### src/logic/fp_pkg.sv
// constants, types and helpers for the frequency protection block
// Operation
// - frequency is timed between two successive rising zero crossings of the voltage
// - voltage source is line channel, busbar channel or a weighted phase sum
// - a new frequency is accepted only after four identical period measurements
// - four invalid measurements in a row force the reported frequency to zero
// - a measurement is valid only while voltage magnitude exceeds 30% of rated
// - under-frequency start needs at least five values below its pickup
// - over-frequency start needs at least five values above its pickup
// - each function has an on/off selection, default on; off gives no outputs
// - start-only option suppresses trip; default off gives start then trip
// - trip follows start after an operate delay in 1 ms steps, default 200 ms
// - pickup in 0.01 Hz steps, default 51 Hz over and 49 Hz under
// - rate of change uses present frequency minus frequency three cycles earlier
// - rate function starts when the rate exceeds its pickup, default 0.5 Hz/s
package fp_pkg;
    localparam int     CLK_PERIOD_NS = 10;
    localparam int     MS_NS         = 1_000_000;
    localparam int     CYC_PER_MS    = (MS_NS + CLK_PERIOD_NS - 1) / CLK_PERIOD_NS;
    localparam longint CLK_HZ        = 64'd1_000_000_000 / CLK_PERIOD_NS;
    localparam longint FREQ_NUM      = CLK_HZ * 100;
    localparam int     CONFIRM_N     = 4;
    localparam int     INVALID_N     = 4;
    localparam int     START_N       = 5;
    localparam int     RATE_LAG      = 3;
    localparam int     VMIN_PCT      = 30;
    localparam int     RATE_SCALE    = RATE_LAG * 100;
    localparam int     NW            = 34;
    localparam int     PW            = 24;
    localparam int     FW            = 16;
    localparam int     AW            = 4;
    localparam int     DW            = 32;
    localparam logic [PW-1:0] PER_MAX = 24'hff_ffff;
    // register offsets
    localparam logic [AW-1:0] REG_CTRL       = 4'h0;
    localparam logic [AW-1:0] REG_OVER_PICK  = 4'h1;
    localparam logic [AW-1:0] REG_UNDER_PICK = 4'h2;
    localparam logic [AW-1:0] REG_RATE_PICK  = 4'h3;
    localparam logic [AW-1:0] REG_OVER_DLY   = 4'h4;
    localparam logic [AW-1:0] REG_UNDER_DLY  = 4'h5;
    localparam logic [AW-1:0] REG_RATE_DLY   = 4'h6;
    localparam logic [AW-1:0] REG_RATED      = 4'h7;
    localparam logic [AW-1:0] REG_STATUS     = 4'h8;
    localparam logic [AW-1:0] REG_FREQ       = 4'h9;
    localparam logic [AW-1:0] REG_RATE       = 4'ha;
    // control fields
    localparam int CTL_OVER_EN  = 0;
    localparam int CTL_OVER_SO  = 1;
    localparam int CTL_UNDER_EN = 2;
    localparam int CTL_UNDER_SO = 3;
    localparam int CTL_RATE_EN  = 4;
    localparam int CTL_RATE_SO  = 5;
    localparam int CTL_SRC      = 6;
    // reset values
    localparam logic [7:0]    CTRL_RST       = 8'h15;
    localparam logic [FW-1:0] OVER_PICK_RST  = 16'h13ec;
    localparam logic [FW-1:0] UNDER_PICK_RST = 16'h1324;
    localparam logic [FW-1:0] RATE_PICK_RST  = 16'h0032;
    localparam logic [15:0]   DELAY_RST      = 16'h00c8;
    localparam logic [15:0]   RATED_RST      = 16'h4000;

    typedef enum logic [1:0] {SRC_LINE = 2'b00, SRC_BUS = 2'b01, SRC_SUM = 2'b10} fp_src_t;

    typedef struct packed {
        logic signed [15:0] line;
        logic signed [15:0] bus;
        logic signed [15:0] ph1;
        logic signed [15:0] ph2;
        logic signed [15:0] ph3;
    } fp_sample_t;

    typedef struct packed {
        logic over_start;
        logic over_trip;
        logic under_start;
        logic under_trip;
        logic rate_start;
        logic rate_trip;
    } fp_flags_t;

    function automatic logic signed [17:0] fp_sext(input logic signed [15:0] x);
        return {{2{x[15]}}, x};
    endfunction

    function automatic logic [17:0] fp_abs(input logic signed [17:0] x);
        return x[17] ? 18'(-x) : 18'(x);
    endfunction
endpackage

### src/logic/fp_div.sv
// iterative divider turning a period count into a saturated frequency
`timescale 1ns/1ns
module fp_div #(
    parameter int NUMW = 34,
    parameter int DENW = 24,
    parameter int QW   = 16
) (
    input  wire logic            clk,
    input  wire logic            rst,
    input  wire logic            go,
    input  wire logic [NUMW-1:0] num,
    input  wire logic [DENW-1:0] den,
    output logic                 idle,
    output logic                 done,
    output logic [QW-1:0]        quo
);
    typedef enum logic [1:0] {DV_IDLE = 2'b00, DV_RUN = 2'b01, DV_DONE = 2'b11} fp_div_st_t;

    if (QW > NUMW || DENW < 2) begin : g_chk
        $error("fp_div: unsupported widths");
    end

    fp_div_st_t                st;
    fp_div_st_t                next_st;
    logic [NUMW-1:0]           q;
    logic [DENW:0]             r;
    logic [DENW-1:0]           den_q;
    logic [$clog2(NUMW+1)-1:0] n;

    wire logic [DENW:0]   shifted = {r[DENW-1:0], q[NUMW-1]};
    wire logic [DENW+1:0] diff    = {1'b0, shifted} - {2'b00, den_q};
    wire logic            fits    = !diff[DENW+1];

    assign idle = st == DV_IDLE;
    assign done = st == DV_DONE;
    assign quo  = |q[NUMW-1:QW] ? {QW{1'b1}} : q[QW-1:0];

    always_comb begin
        case (st)
            DV_IDLE: next_st = go ? DV_RUN : DV_IDLE;
            DV_RUN:  next_st = (n == 1) ? DV_DONE : DV_RUN;
            DV_DONE: next_st = DV_IDLE;
            default: next_st = DV_IDLE;
        endcase
    end

    always_ff @(posedge clk or posedge rst) begin
        if (rst) begin
            st    <= DV_IDLE;
            q     <= '0;
            r     <= '0;
            den_q <= '0;
            n     <= '0;
        end else begin
            st <= next_st;
            if (st == DV_IDLE && go) begin
                q     <= num;
                r     <= '0;
                den_q <= den;
                n     <= ($clog2(NUMW+1))'(NUMW);
            end else if (st == DV_RUN) begin
                q <= {q[NUMW-2:0], fits};
                r <= fits ? diff[DENW:0] : shifted;
                n <= n - 1'b1;
            end
        end
    end
endmodule

### src/logic/fp_stage.sv
// one protection stage: start counting, operate delay and trip
`timescale 1ns/1ns
module fp_stage #(
    parameter int NEED     = 5,
    parameter int PRESCALE = 100000
) (
    input  wire logic        clk,
    input  wire logic        rst,
    input  wire logic        enable,
    input  wire logic        start_only,
    input  wire logic        meas,
    input  wire logic        hit,
    input  wire logic [15:0] delay_ms,
    output logic             start,
    output logic             trip
);
    localparam int CW = $clog2(NEED + 1);
    localparam int PSW = $clog2(PRESCALE);

    if (NEED < 1 || PRESCALE < 2) begin : g_chk
        $error("fp_stage: unsupported parameters");
    end

    logic [CW-1:0]  hits;
    logic [PSW-1:0] pre;
    logic [15:0]    ms;

    wire logic [CW-1:0] next_hits = !enable ? '0
                                  : !meas ? hits
                                  : !hit ? '0
                                  : (hits == CW'(NEED)) ? hits : hits + 1'b1;
    wire logic next_start = enable && next_hits == CW'(NEED);
    wire logic ms_tick    = pre == PSW'(PRESCALE - 1);

    always_ff @(posedge clk or posedge rst) begin
        if (rst) begin
            hits  <= '0;
            start <= 1'b0;
            trip  <= 1'b0;
            pre   <= '0;
            ms    <= '0;
        end else begin
            hits  <= next_hits;
            start <= next_start;
            trip  <= enable && start && !start_only && ms >= delay_ms;
            if (!start) begin
                pre <= '0;
                ms  <= '0;
            end else begin
                pre <= ms_tick ? '0 : pre + 1'b1;
                if (ms_tick && ms != 16'hffff) begin
                    ms <= ms + 1'b1;
                end
            end
        end
    end

    // ------------------------------------------------------------
    // checks
    // ------------------------------------------------------------
    logic [31:0] held;
    always_ff @(posedge clk or posedge rst) begin
        if (rst) begin
            held <= '0;
        end else begin
            held <= start ? held + 1'b1 : '0;
        end
    end
endmodule

### src/logic/fp_top.sv
// frequency protection: period measurement, confirmation and three stages
//
// The strobed register port and the register addresses were chosen for this implementation.
`timescale 1ns/1ns
module fp_top import fp_pkg::*; #(
    parameter int PRESCALE = CYC_PER_MS
) (
    input  wire logic          clk,
    input  wire logic          rst,
    input  wire logic          smp_valid,
    input  wire fp_sample_t    smp,
    input  wire logic [AW-1:0] reg_addr,
    input  wire logic [DW-1:0] reg_wdata,
    input  wire logic          reg_wr,
    input  wire logic          reg_rd,
    output logic [DW-1:0]      reg_rdata,
    output wire fp_flags_t     flags,
    output logic               freq_valid,
    output logic [FW-1:0]      freq_value
);
    if (PRESCALE < 2) begin : g_chk
        $error("fp_top: prescale too small");
    end

    // ------------------------------------------------------------
    // registers
    // ------------------------------------------------------------
    logic [7:0]    ctrl;
    logic [FW-1:0] over_pick;
    logic [FW-1:0] under_pick;
    logic [FW-1:0] rate_pick;
    logic [15:0]   over_dly;
    logic [15:0]   under_dly;
    logic [15:0]   rate_dly;
    logic [15:0]   rated;
    logic [16:0]   rate_df;

    wire logic wr_ctrl  = reg_wr && reg_addr == REG_CTRL;
    wire logic wr_opk   = reg_wr && reg_addr == REG_OVER_PICK;
    wire logic wr_upk   = reg_wr && reg_addr == REG_UNDER_PICK;
    wire logic wr_rpk   = reg_wr && reg_addr == REG_RATE_PICK;
    wire logic wr_odl   = reg_wr && reg_addr == REG_OVER_DLY;
    wire logic wr_udl   = reg_wr && reg_addr == REG_UNDER_DLY;
    wire logic wr_rdl   = reg_wr && reg_addr == REG_RATE_DLY;
    wire logic wr_rated = reg_wr && reg_addr == REG_RATED;

    always_ff @(posedge clk or posedge rst) begin
        if (rst) begin
            ctrl       <= CTRL_RST;
            over_pick  <= OVER_PICK_RST;
            under_pick <= UNDER_PICK_RST;
            rate_pick  <= RATE_PICK_RST;
            over_dly   <= DELAY_RST;
            under_dly  <= DELAY_RST;
            rate_dly   <= DELAY_RST;
            rated      <= RATED_RST;
        end else begin
            if (wr_ctrl)  ctrl       <= reg_wdata[7:0];
            if (wr_opk)   over_pick  <= reg_wdata[FW-1:0];
            if (wr_upk)   under_pick <= reg_wdata[FW-1:0];
            if (wr_rpk)   rate_pick  <= reg_wdata[FW-1:0];
            if (wr_odl)   over_dly   <= reg_wdata[15:0];
            if (wr_udl)   under_dly  <= reg_wdata[15:0];
            if (wr_rdl)   rate_dly   <= reg_wdata[15:0];
            if (wr_rated) rated      <= reg_wdata[15:0];
        end
    end

    wire logic [DW-1:0] status = {26'h000_0000, flags.over_trip, flags.under_trip,
                                  flags.rate_trip, flags.over_start,
                                  flags.under_start, flags.rate_start} << 1
                                 | {31'h0000_0000, freq_valid};

    wire logic [DW-1:0] rd_mux =
          (reg_addr == REG_CTRL)       ? {24'h00_0000, ctrl}
        : (reg_addr == REG_OVER_PICK)  ? {16'h0000, over_pick}
        : (reg_addr == REG_UNDER_PICK) ? {16'h0000, under_pick}
        : (reg_addr == REG_RATE_PICK)  ? {16'h0000, rate_pick}
        : (reg_addr == REG_OVER_DLY)   ? {16'h0000, over_dly}
        : (reg_addr == REG_UNDER_DLY)  ? {16'h0000, under_dly}
        : (reg_addr == REG_RATE_DLY)   ? {16'h0000, rate_dly}
        : (reg_addr == REG_RATED)      ? {16'h0000, rated}
        : (reg_addr == REG_STATUS)     ? status
        : (reg_addr == REG_FREQ)       ? {16'h0000, freq_value}
        : (reg_addr == REG_RATE)       ? {{15{rate_df[16]}}, rate_df}
        : 32'h0000_0000;

    always_ff @(posedge clk or posedge rst) begin
        if (rst) begin
            reg_rdata <= '0;
        end else begin
            reg_rdata <= reg_rd ? rd_mux : '0;
        end
    end

    // ------------------------------------------------------------
    // source selection and zero crossing
    // ------------------------------------------------------------
    fp_src_t src;
    assign src = fp_src_t'(ctrl[CTL_SRC +: 2]);

    // weighted phase sum: ph1 minus half of ph2 and ph3, 1.5 x ph1 when balanced
    wire logic signed [17:0] v_half = (fp_sext(smp.ph2) + fp_sext(smp.ph3)) >>> 1;
    wire logic signed [17:0] v_sum  = fp_sext(smp.ph1) - v_half;
    wire logic signed [17:0] v_sel  = (src == SRC_BUS) ? fp_sext(smp.bus)
                                    : (src == SRC_SUM) ? v_sum
                                    : fp_sext(smp.line);
    wire logic [17:0] v_mag = fp_abs(v_sel);

    logic          v_neg;
    logic          armed;
    logic [PW-1:0] per;
    logic [17:0]   peak;

    wire logic xing    = smp_valid && v_neg && !v_sel[17];
    wire logic per_ovf = per == PER_MAX;
    wire logic mag_ok  = (32'(peak) * 32'd100) > (32'(rated) * 32'(VMIN_PCT));
    wire logic div_idle;
    wire logic div_go  = xing && armed && mag_ok && div_idle;
    wire logic inv_evt = (xing && armed && !mag_ok) || per_ovf;

    always_ff @(posedge clk or posedge rst) begin
        if (rst) begin
            v_neg <= 1'b0;
            armed <= 1'b0;
            per   <= '0;
            peak  <= '0;
        end else begin
            if (smp_valid) v_neg <= v_sel[17];
            per <= (xing || per_ovf) ? PW'(1) : per + 1'b1;
            if (xing || per_ovf) begin
                armed <= xing;
                peak  <= '0;
            end else if (smp_valid && v_mag > peak) begin
                peak <= v_mag;
            end
        end
    end

    wire logic          div_done;
    wire logic [FW-1:0] quo;

    fp_div #(
        .NUMW (NW),
        .DENW (PW),
        .QW   (FW)
    ) u_div (
        .clk  (clk),
        .rst  (rst),
        .go   (div_go),
        .num  (FREQ_NUM[NW-1:0]),
        .den  (per),
        .idle (div_idle),
        .done (div_done),
        .quo  (quo)
    );

    // ------------------------------------------------------------
    // confirmation of measured frequency
    // ------------------------------------------------------------
    logic [FW-1:0] last_raw;
    logic [2:0]    same_cnt;
    logic [2:0]    inv_cnt;
    logic          meas;

    wire logic [2:0] next_same = (quo != last_raw) ? 3'd1
                               : (same_cnt == 3'(CONFIRM_N)) ? same_cnt
                               : same_cnt + 3'd1;
    wire logic confirm_now = div_done && next_same == 3'(CONFIRM_N);
    wire logic zero_now    = inv_evt && !div_done && inv_cnt == 3'(INVALID_N - 1);

    always_ff @(posedge clk or posedge rst) begin
        if (rst) begin
            last_raw   <= '0;
            same_cnt   <= '0;
            inv_cnt    <= '0;
            freq_value <= '0;
            freq_valid <= 1'b0;
            meas       <= 1'b0;
        end else begin
            meas <= div_done;
            if (div_done) begin
                last_raw <= quo;
                same_cnt <= next_same;
                inv_cnt  <= '0;
                if (confirm_now) begin
                    freq_value <= quo;
                    freq_valid <= 1'b1;
                end
            end else if (inv_evt) begin
                same_cnt <= '0;
                if (inv_cnt != 3'(INVALID_N)) inv_cnt <= inv_cnt + 3'd1;
                if (zero_now) begin
                    freq_value <= '0;
                    freq_valid <= 1'b0;
                end
            end
        end
    end

    // ------------------------------------------------------------
    // rate of change over three measured cycles
    // ------------------------------------------------------------
    logic [FW-1:0] hist [RATE_LAG];
    logic [1:0]    hist_n;

    wire logic signed [16:0] df   = $signed({1'b0, freq_value}) - $signed({1'b0, hist[RATE_LAG-1]});
    wire logic signed [33:0] prod = 34'(df) * 34'($signed({1'b0, freq_value}));
    wire logic signed [33:0] thr  = 34'($signed(rate_pick)) * 34'(RATE_SCALE);
    wire logic rate_full = hist_n == 2'(RATE_LAG);
    wire logic rate_hit  = freq_valid && rate_full
                         && (rate_pick[FW-1] ? prod < thr : prod > thr);

    always_ff @(posedge clk or posedge rst) begin
        if (rst) begin
            hist_n  <= '0;
            rate_df <= '0;
            for (int i = 0; i < RATE_LAG; i++) hist[i] <= '0;
        end else if (meas) begin
            if (!freq_valid) begin
                hist_n <= '0;
            end else begin
                hist[0] <= freq_value;
                for (int i = 1; i < RATE_LAG; i++) hist[i] <= hist[i-1];
                if (!rate_full) hist_n <= hist_n + 2'd1;
                if (rate_full) rate_df <= df;
            end
        end
    end

    // ------------------------------------------------------------
    // protection stages
    // ------------------------------------------------------------
    wire logic over_hit  = freq_valid && freq_value > over_pick;
    wire logic under_hit = freq_valid && freq_value < under_pick;

    fp_stage #(.NEED(START_N), .PRESCALE(PRESCALE)) u_over (
        .clk        (clk),
        .rst        (rst),
        .enable     (ctrl[CTL_OVER_EN]),
        .start_only (ctrl[CTL_OVER_SO]),
        .meas       (meas),
        .hit        (over_hit),
        .delay_ms   (over_dly),
        .start      (flags.over_start),
        .trip       (flags.over_trip)
    );

    fp_stage #(.NEED(START_N), .PRESCALE(PRESCALE)) u_under (
        .clk        (clk),
        .rst        (rst),
        .enable     (ctrl[CTL_UNDER_EN]),
        .start_only (ctrl[CTL_UNDER_SO]),
        .meas       (meas),
        .hit        (under_hit),
        .delay_ms   (under_dly),
        .start      (flags.under_start),
        .trip       (flags.under_trip)
    );

    fp_stage #(.NEED(1), .PRESCALE(PRESCALE)) u_rate (
        .clk        (clk),
        .rst        (rst),
        .enable     (ctrl[CTL_RATE_EN]),
        .start_only (ctrl[CTL_RATE_SO]),
        .meas       (meas),
        .hit        (rate_hit),
        .delay_ms   (rate_dly),
        .start      (flags.rate_start),
        .trip       (flags.rate_trip)
    );
endmodule

### config.mk
export PLATFORM = sky130hd
export DESIGN_NAME = fp_top
export DESIGN_NICKNAME = d
export VERILOG_FILES = /design/src/logic/fp_pkg.sv /design/src/logic/fp_div.sv /design/src/logic/fp_stage.sv /design/src/logic/fp_top.sv
export SDC_FILE = /design/constraint.sdc
export NUM_CORES = 2
export LEC_CHECK = 0
export BUFFER_PORTS_ARGS = -buffer_cell sky130_fd_sc_hd__clkbuf_2
export CORE_MARGIN = 3
export CORE_UTILIZATION = 45
export CTS_BUF_LIST = sky130_fd_sc_hd__clkbuf_16
export DETAILED_ROUTE_END_ITERATION = 8
export PLACE_DENSITY = 0.72
export SYNTH_ARGS = -nofsm -noshare
export SYNTH_HDL_FRONTEND = slang
export SYNTH_SLANG_ARGS = --single-unit
### constraint.sdc
create_clock -name clk -period 24.2 [get_ports clk]
set_input_delay 6.05 -clock clk [delete_from_list [all_inputs] [get_ports clk]]
set_output_delay 6.05 -clock clk [all_outputs]
set_load 0.01 [all_outputs]
; Word-level counts from Yosys, hierarchy flattened
; Cells that the tools add are included.
[totals]
reg_bits = 505
inputBits = 121
out_inout_bits = 55
elab_cells = 245
[classes]
addsub = 19
multipliers = 4
magnitude_cmp = 9
n_eq_ne = 37
n_mux = 71
bitwise_logic = 1
reduce_logical = 60
[op_table]
columns = cell, count
row1 = $mux 32, 12
row2 = $mux 16, 11
row3 = $mux 17, 6
row4 = $mux 24, 4
row5 = $mux 18, 5
row6 = $mux 34, 2
row7 = $add 17x1->17 const B, 3
row8 = $eq 17x17->1 const B, 3
row9 = $add 16x1->16 const B, 3
row10 = $ge 16x16->1, 3
row11 = $ne 16x16->1 const B, 3
row12 = $mux 3, 15
row13 = $logic_and 1x1->1, 38
row14 = $gt 34x26->1, 1
row15 = $lt 34x26->1, 1
row16 = $mul 17x17->34, 1
row17 = $sub 16x16->17, 2
row18 = $sub 25x24->26, 1
row19 = $gt 25x21->1, 1
row20 = $add 24x1->24 const B, 1
row21 = $eq 24x24->1 const B, 1
row22 = $mul 16x8->24 const B, 1
row23 = $mul 18x5->23 const B, 1
row24 = $mul 16x4->20 const B, 1
row25 = 35 further kinds, 81

; Longest topological paths before layout
[logic_depth]
word_depth = 14
mapped_depth = 47

; Cells and area by module
; Synthesis repeated with hierarchy kept, for this count alone.
[hier_totals]
hier_cells = 4932
hier_area_um2 = 45995.4
[modules_own_cells]
columns = mod, instances, cells_per_inst, area_per_inst_um2, seq_area_each_um2
row1 = fp_top, 1, 3599, 33967.6, 7243.2
row2 = fp_div, 1, 580, 5099.9, 2252.2
row3 = fp_stage at u_over ..., 2, 257, 2361.0, 950.9
row4 = fp_stage at u_rate, 1, 239, 2205.9, 875.8

; Worst setup path after synthesis
; OpenSTA, ideal clock, no wires.
[synth_path]
path_kind = in2reg
from = in smp[1] (netlist name)
to = reg peak[16]
t_arrival_ns = 12.228
t_required_ns = 24.122
path_slack_ns = 11.894
cell_stages = 31
n_path_buf = 1
cell_sequence = ha_1 a31o_2 a21oi_1 nor2_1 o31ai_1 a21oi_1 a41o_1 or4_1 a31o_2 a21oi_1 xor2_1 ha_1 inv_1 nor2_1 or4_1 a21boi_0 a21oi_1 a21boi_0 clkbuf_1 nor2_1 xnor2_1 ha_1 nand4_1 nor2_1 nor2_1 a21oi_1 o31ai_1 a221oi_1 inv_1 or4_1 a21oi_1
[synth_via]
elab_chain_len = 9
[synth_rtl]
columns = item, line
row1 = "start, declared", fp_top.sv:11  ; input wire fp_sample_t smp,
row2 = $add 16x16->17 (*), fp_top.sv:103  ; wire logic signed [17:0] v_half = (fp_sext(smp.ph2) + fp_sext(smp.ph3)) >>> 1;
row3 = $sub 16x16->17 (*), fp_top.sv:104  ; wire logic signed [17:0] v_sum = fp_sext(smp.ph1) - v_half;
row4 = $mux 18 (*), fp_top.sv:106  ; : (src == SRC_SUM) ? v_sum
row5 = $mux 18 (*), fp_top.sv:105  ; wire logic signed [17:0] v_sel = (src == SRC_BUS) ? fp_sext(smp.bus)
row6 = $neg 18->18, fp_pkg.sv:86  ; return x[17] ? 18'(-x) : 18'(x);
row7 = $mux 18, fp_pkg.sv:86
row8 = $gt 18x18->1, fp_top.sv:134  ; end else if (smp_valid && v_mag > peak) begin
row9 = $logic_and 1x1->1, fp_top.sv:134
row10 = $reduce_bool 2->1 (no line), --
row11 = "end signal, assigned", fp_top.sv:135  ; peak <= v_mag;
row12 = "end, declared", fp_top.sv:113  ; logic [17:0] peak;
; Mark *: on every way between the ends. The rest lies on a longest branch, timed or not. The select of a mux whose other input is x is not followed.
; A chain may end at the register's enable or synchronous reset.

; Worst setup path after layout
[layout_path]
from = in smp[1] (netlist name)
to = reg peak[2]
; Same word-level chain as after synthesis.

==> reports/results.txt <==
Total Routing Usage GR: 20.97%
detailed-route wire length: 109.2 mm
Max-cap violations: 0
net count of the finished layout: 5888
Worst Clk Skew: 0.02944 ns
fraction of registers with async set or reset after synthesis: 100.0%
number of I/O port buffers: 159
Post-CTS Setup Bufs: 0
slowest cell on the critical path: sky130_fd_sc_hd__a2111oi_0
Mapped Avg Cell Area: 9.388 µm²
startpoint type of the worst setup path: input pin
final number of setup-violating endpoints: 0
die area: 0.1052 mm²
Pins Over Slew Limit: 0
die height: 324.3 µm
antenna violations before repair: 2
share of Yosys cell area claimed by the top area cell type: 25.25%
number of unique standard cell types used by synthesis: 95
source-to-sink clock delay at the later pin of the worst-skew pair: 0.62 ns
fraction of layout instances using a drive strength above 1: 10.99%
final weighted congestion of routability-driven global placement: 0.8984
clock buffer depth: 3
half-perimeter wire length of the detailed placement result: 81.52 mm
Post-Synthesis Net Count: 5798
effective utilization at floorplan: 45.46%
ports placed on the boundary: 176
hold buffers post-CTS: 0
Clk Tree Root Cell: sky130_fd_sc_hd__clkbuf_16
Mapped Area: 0.04560 mm²
portion of the post-synthesis area used by sequential elements: 26.92%
DRC errors left: 0
area of the core: 0.1003 mm²
Top FF cell, synth: sky130_fd_sc_hd__dfrtp_1
Max Clock Freq: 0.08052 GHz
required time of the worst setup path: 24.70 ns
Area Overhead vs Synth: 8.287%
clock slew at the register clock pins of the worst setup and hold paths: 0.06 ns
floorplan die width: 324.3 µm
reg-to-reg startpoint: freq_value[0]
fill count: 9149
critical path's most frequent cell: sky130_fd_sc_hd__a21oi_1
# rows: 116
pin count of the biggest net entering global routing: 172
Detailed Routing Iterations Pass 1: 6
post-route fraction of the period consumed by the critical path: 51.32%
biggest cell delay along the critical path: 0.62 ns
Hold Slack: 0.4806 ns
overall overflow remaining after global route: 0
leading post-synthesis cells by cell area: sky130_fd_sc_hd__dfrtp_1 (25%), sky130_fd_sc_hd__fa_1 (16%), sky130_fd_sc_hd__ha_1 (13%)
slew of the pin with the lowest slew margin: 1.091 ns
global-route wire length before repair: 182.2 mm
cell accounting for the most synthesized area: sky130_fd_sc_hd__dfrtp_1
per-cell via count in the routed design: 5.407
total via count in the routed design: 34300
Hold WC Path Type: reg -> reg
count of cells resized by post-cts repair: 0
crit path max fanout: 17
Final Critical Period: 12.42 ns
Post-synth EDFFs: 0
unrepaired setup endpoints after global routing: false
final total negative setup slack: 0 ns
number of warnings printed during yosys synthesis: 0
result of the run: complete, no violations
vias in the first global route: 35200
H-tree depth: 2
Hold Fails Final Rpt: 0
max_slew headroom: 27.01%
register bit count reported by yosys: 489
average routed wire per standard cell: 17.22 µm
total number of clock tree sinks: 489
data arrival time of the critical path: 12.92 ns
clock buffer count from CTS: 51
clock tree from TritonCTS: yes
initial drt markers: 2291
post-layout utilization of the core: 49.23%
CP endpoint kind: flip-flop
remaining antenna violation count: 0
start point of the worst hold path: u_under.pre[0]
Critical Setup Path Class: in -> reg
count of mapped cells out of synthesis: 4857
timing startpoint of the critical path: smp[1]
==> cell usage in the layout (no fill, tap or decap), types with 30 or more instances in the layout <==
cell type                   count
sky130_fd_sc_hd__o2bb2ai_1     36
sky130_fd_sc_hd__clkbuf_16     51
sky130_fd_sc_hd__inv_1        735
sky130_fd_sc_hd__and3_1        49
sky130_fd_sc_hd__nand2_1      432
sky130_fd_sc_hd__nor2b_1       66
sky130_fd_sc_hd__nor3_1        52
sky130_fd_sc_hd__ha_1         466
sky130_fd_sc_hd__mux2_2       170
sky130_fd_sc_hd__nand3_1       98
sky130_fd_sc_hd__xnor2_1      137
sky130_fd_sc_hd__clkbuf_2     159
sky130_fd_sc_hd__o21ai_0      224
sky130_fd_sc_hd__xor2_1       116
sky130_fd_sc_hd__a21o_1        65
sky130_fd_sc_hd__nor2_1       286
sky130_fd_sc_hd__nand4_1       40
sky130_fd_sc_hd__and2_1       158
sky130_fd_sc_hd__buf_4         51
sky130_fd_sc_hd__dfrtp_1      460
sky130_fd_sc_hd__or3_1         30
sky130_fd_sc_hd__o21a_1        35
sky130_fd_sc_hd__a21oi_1      197
sky130_fd_sc_hd__mux2i_1       41
sky130_fd_sc_hd__nand2b_1      42
sky130_fd_sc_hd__fa_1         354
==> Yosys cell counts, types with 125 or more instances <==
library cell and n:
sky130_fd_sc_hd__a21oi_1 197, sky130_fd_sc_hd__and2_1 158, sky130_fd_sc_hd__clkbuf_1 125, sky130_fd_sc_hd__dfrtp_1 460
sky130_fd_sc_hd__fa_1 354, sky130_fd_sc_hd__ha_1 466, sky130_fd_sc_hd__inv_1 719, sky130_fd_sc_hd__mux2_2 170
sky130_fd_sc_hd__nand2_1 433, sky130_fd_sc_hd__nor2_1 288, sky130_fd_sc_hd__o21ai_0 224, sky130_fd_sc_hd__xnor2_1 137
==> stage by stage <==
| step | cells | area (µm²) | setup slack, ns |
|---|---|---|---|
| 2_1_floorplan | 4857 | 45600 | 4.550 |
| 3_3_place_gp | 6251 | 47780 | 11.24 |
| 3_5_place_dp | 6251 | 47780 | 11.13 |
| 4_1_cts | 6342 | 49370 | 11.74 |
| 5_1_grt | 6344 | 49370 | 11.17 |
| 6_report | 6344 | 49370 | 11.78 |
==> routing by layer <==
layer / track usage (%) / up-vias / wire length, µm
met5: 0 / - / 0
met4: 6.926 / 0 / 3630
met3: 2.630 / 184 / 5927
met2: 35.22 / 913 / 51880
met1: 28.10 / 16850 / 47790
li1: - / 16360 / -
==> kinds of logic after synthesis <==
group	count (synthesis)	share of synthesized area, %
AND/OR/NAND/NOR	1328	14.13
buffers and inverters	894	7.648
AO/OA/AOI/OAI	832	11.95
adder cells (fa/ha/maj)	820	28.33
flip-flops	489	26.92
XOR/XNOR	253	4.860
multiplexers	240	6.152
other	1	0.008224
==> worst max-delay path, delay by kind of cell <==
family / cells / cell delay [ns]
AOI/OAI and AO/OA: 17 / 3.71
adders and majority gates: 3 / 0.88
buffers and inverters: 4 / 0.83
xor gates and xnor gates: 2 / 0.35
and+or+nand+nor: 6 / 1.09
==> final cells by class <==
cell class                 count  area [µm²]  area share, %
inverter                     720        2710          5.489
multi-input combinational   3474       29900          60.56
clock inverter                40       310.3         0.6285
sequential                   489       12270          24.86
clock buffer                  51        1276          2.585
tap                         1357        1698          3.439
antenna                        2       5.005        0.01014
timing repair buffer         211        1199          2.428
==> final timing paths <==
kind	end	slack (ns)	cells after the start
min in group asynchronous	hist[38]	5.65	2
min reg2reg	u_under.pre[0]	0.48	1
max reg2reg	u_rate.hits	12.46	42
max in group asynchronous	under_pick[4]	16.41	4
max	peak[2]	11.78	32
min	u_under.pre[0]	0.48	1
==> registers in the layout, indices dropped and copies added (netlist names), 18 cells and up <==
register,count
hist,48
u_div.q,34
per,24
u_div.den_q,24
u_div.r,24
peak,18
Power is not shown: default switching activity piles up to over one toggle a cycle in this logic, so the estimate is an artifact.
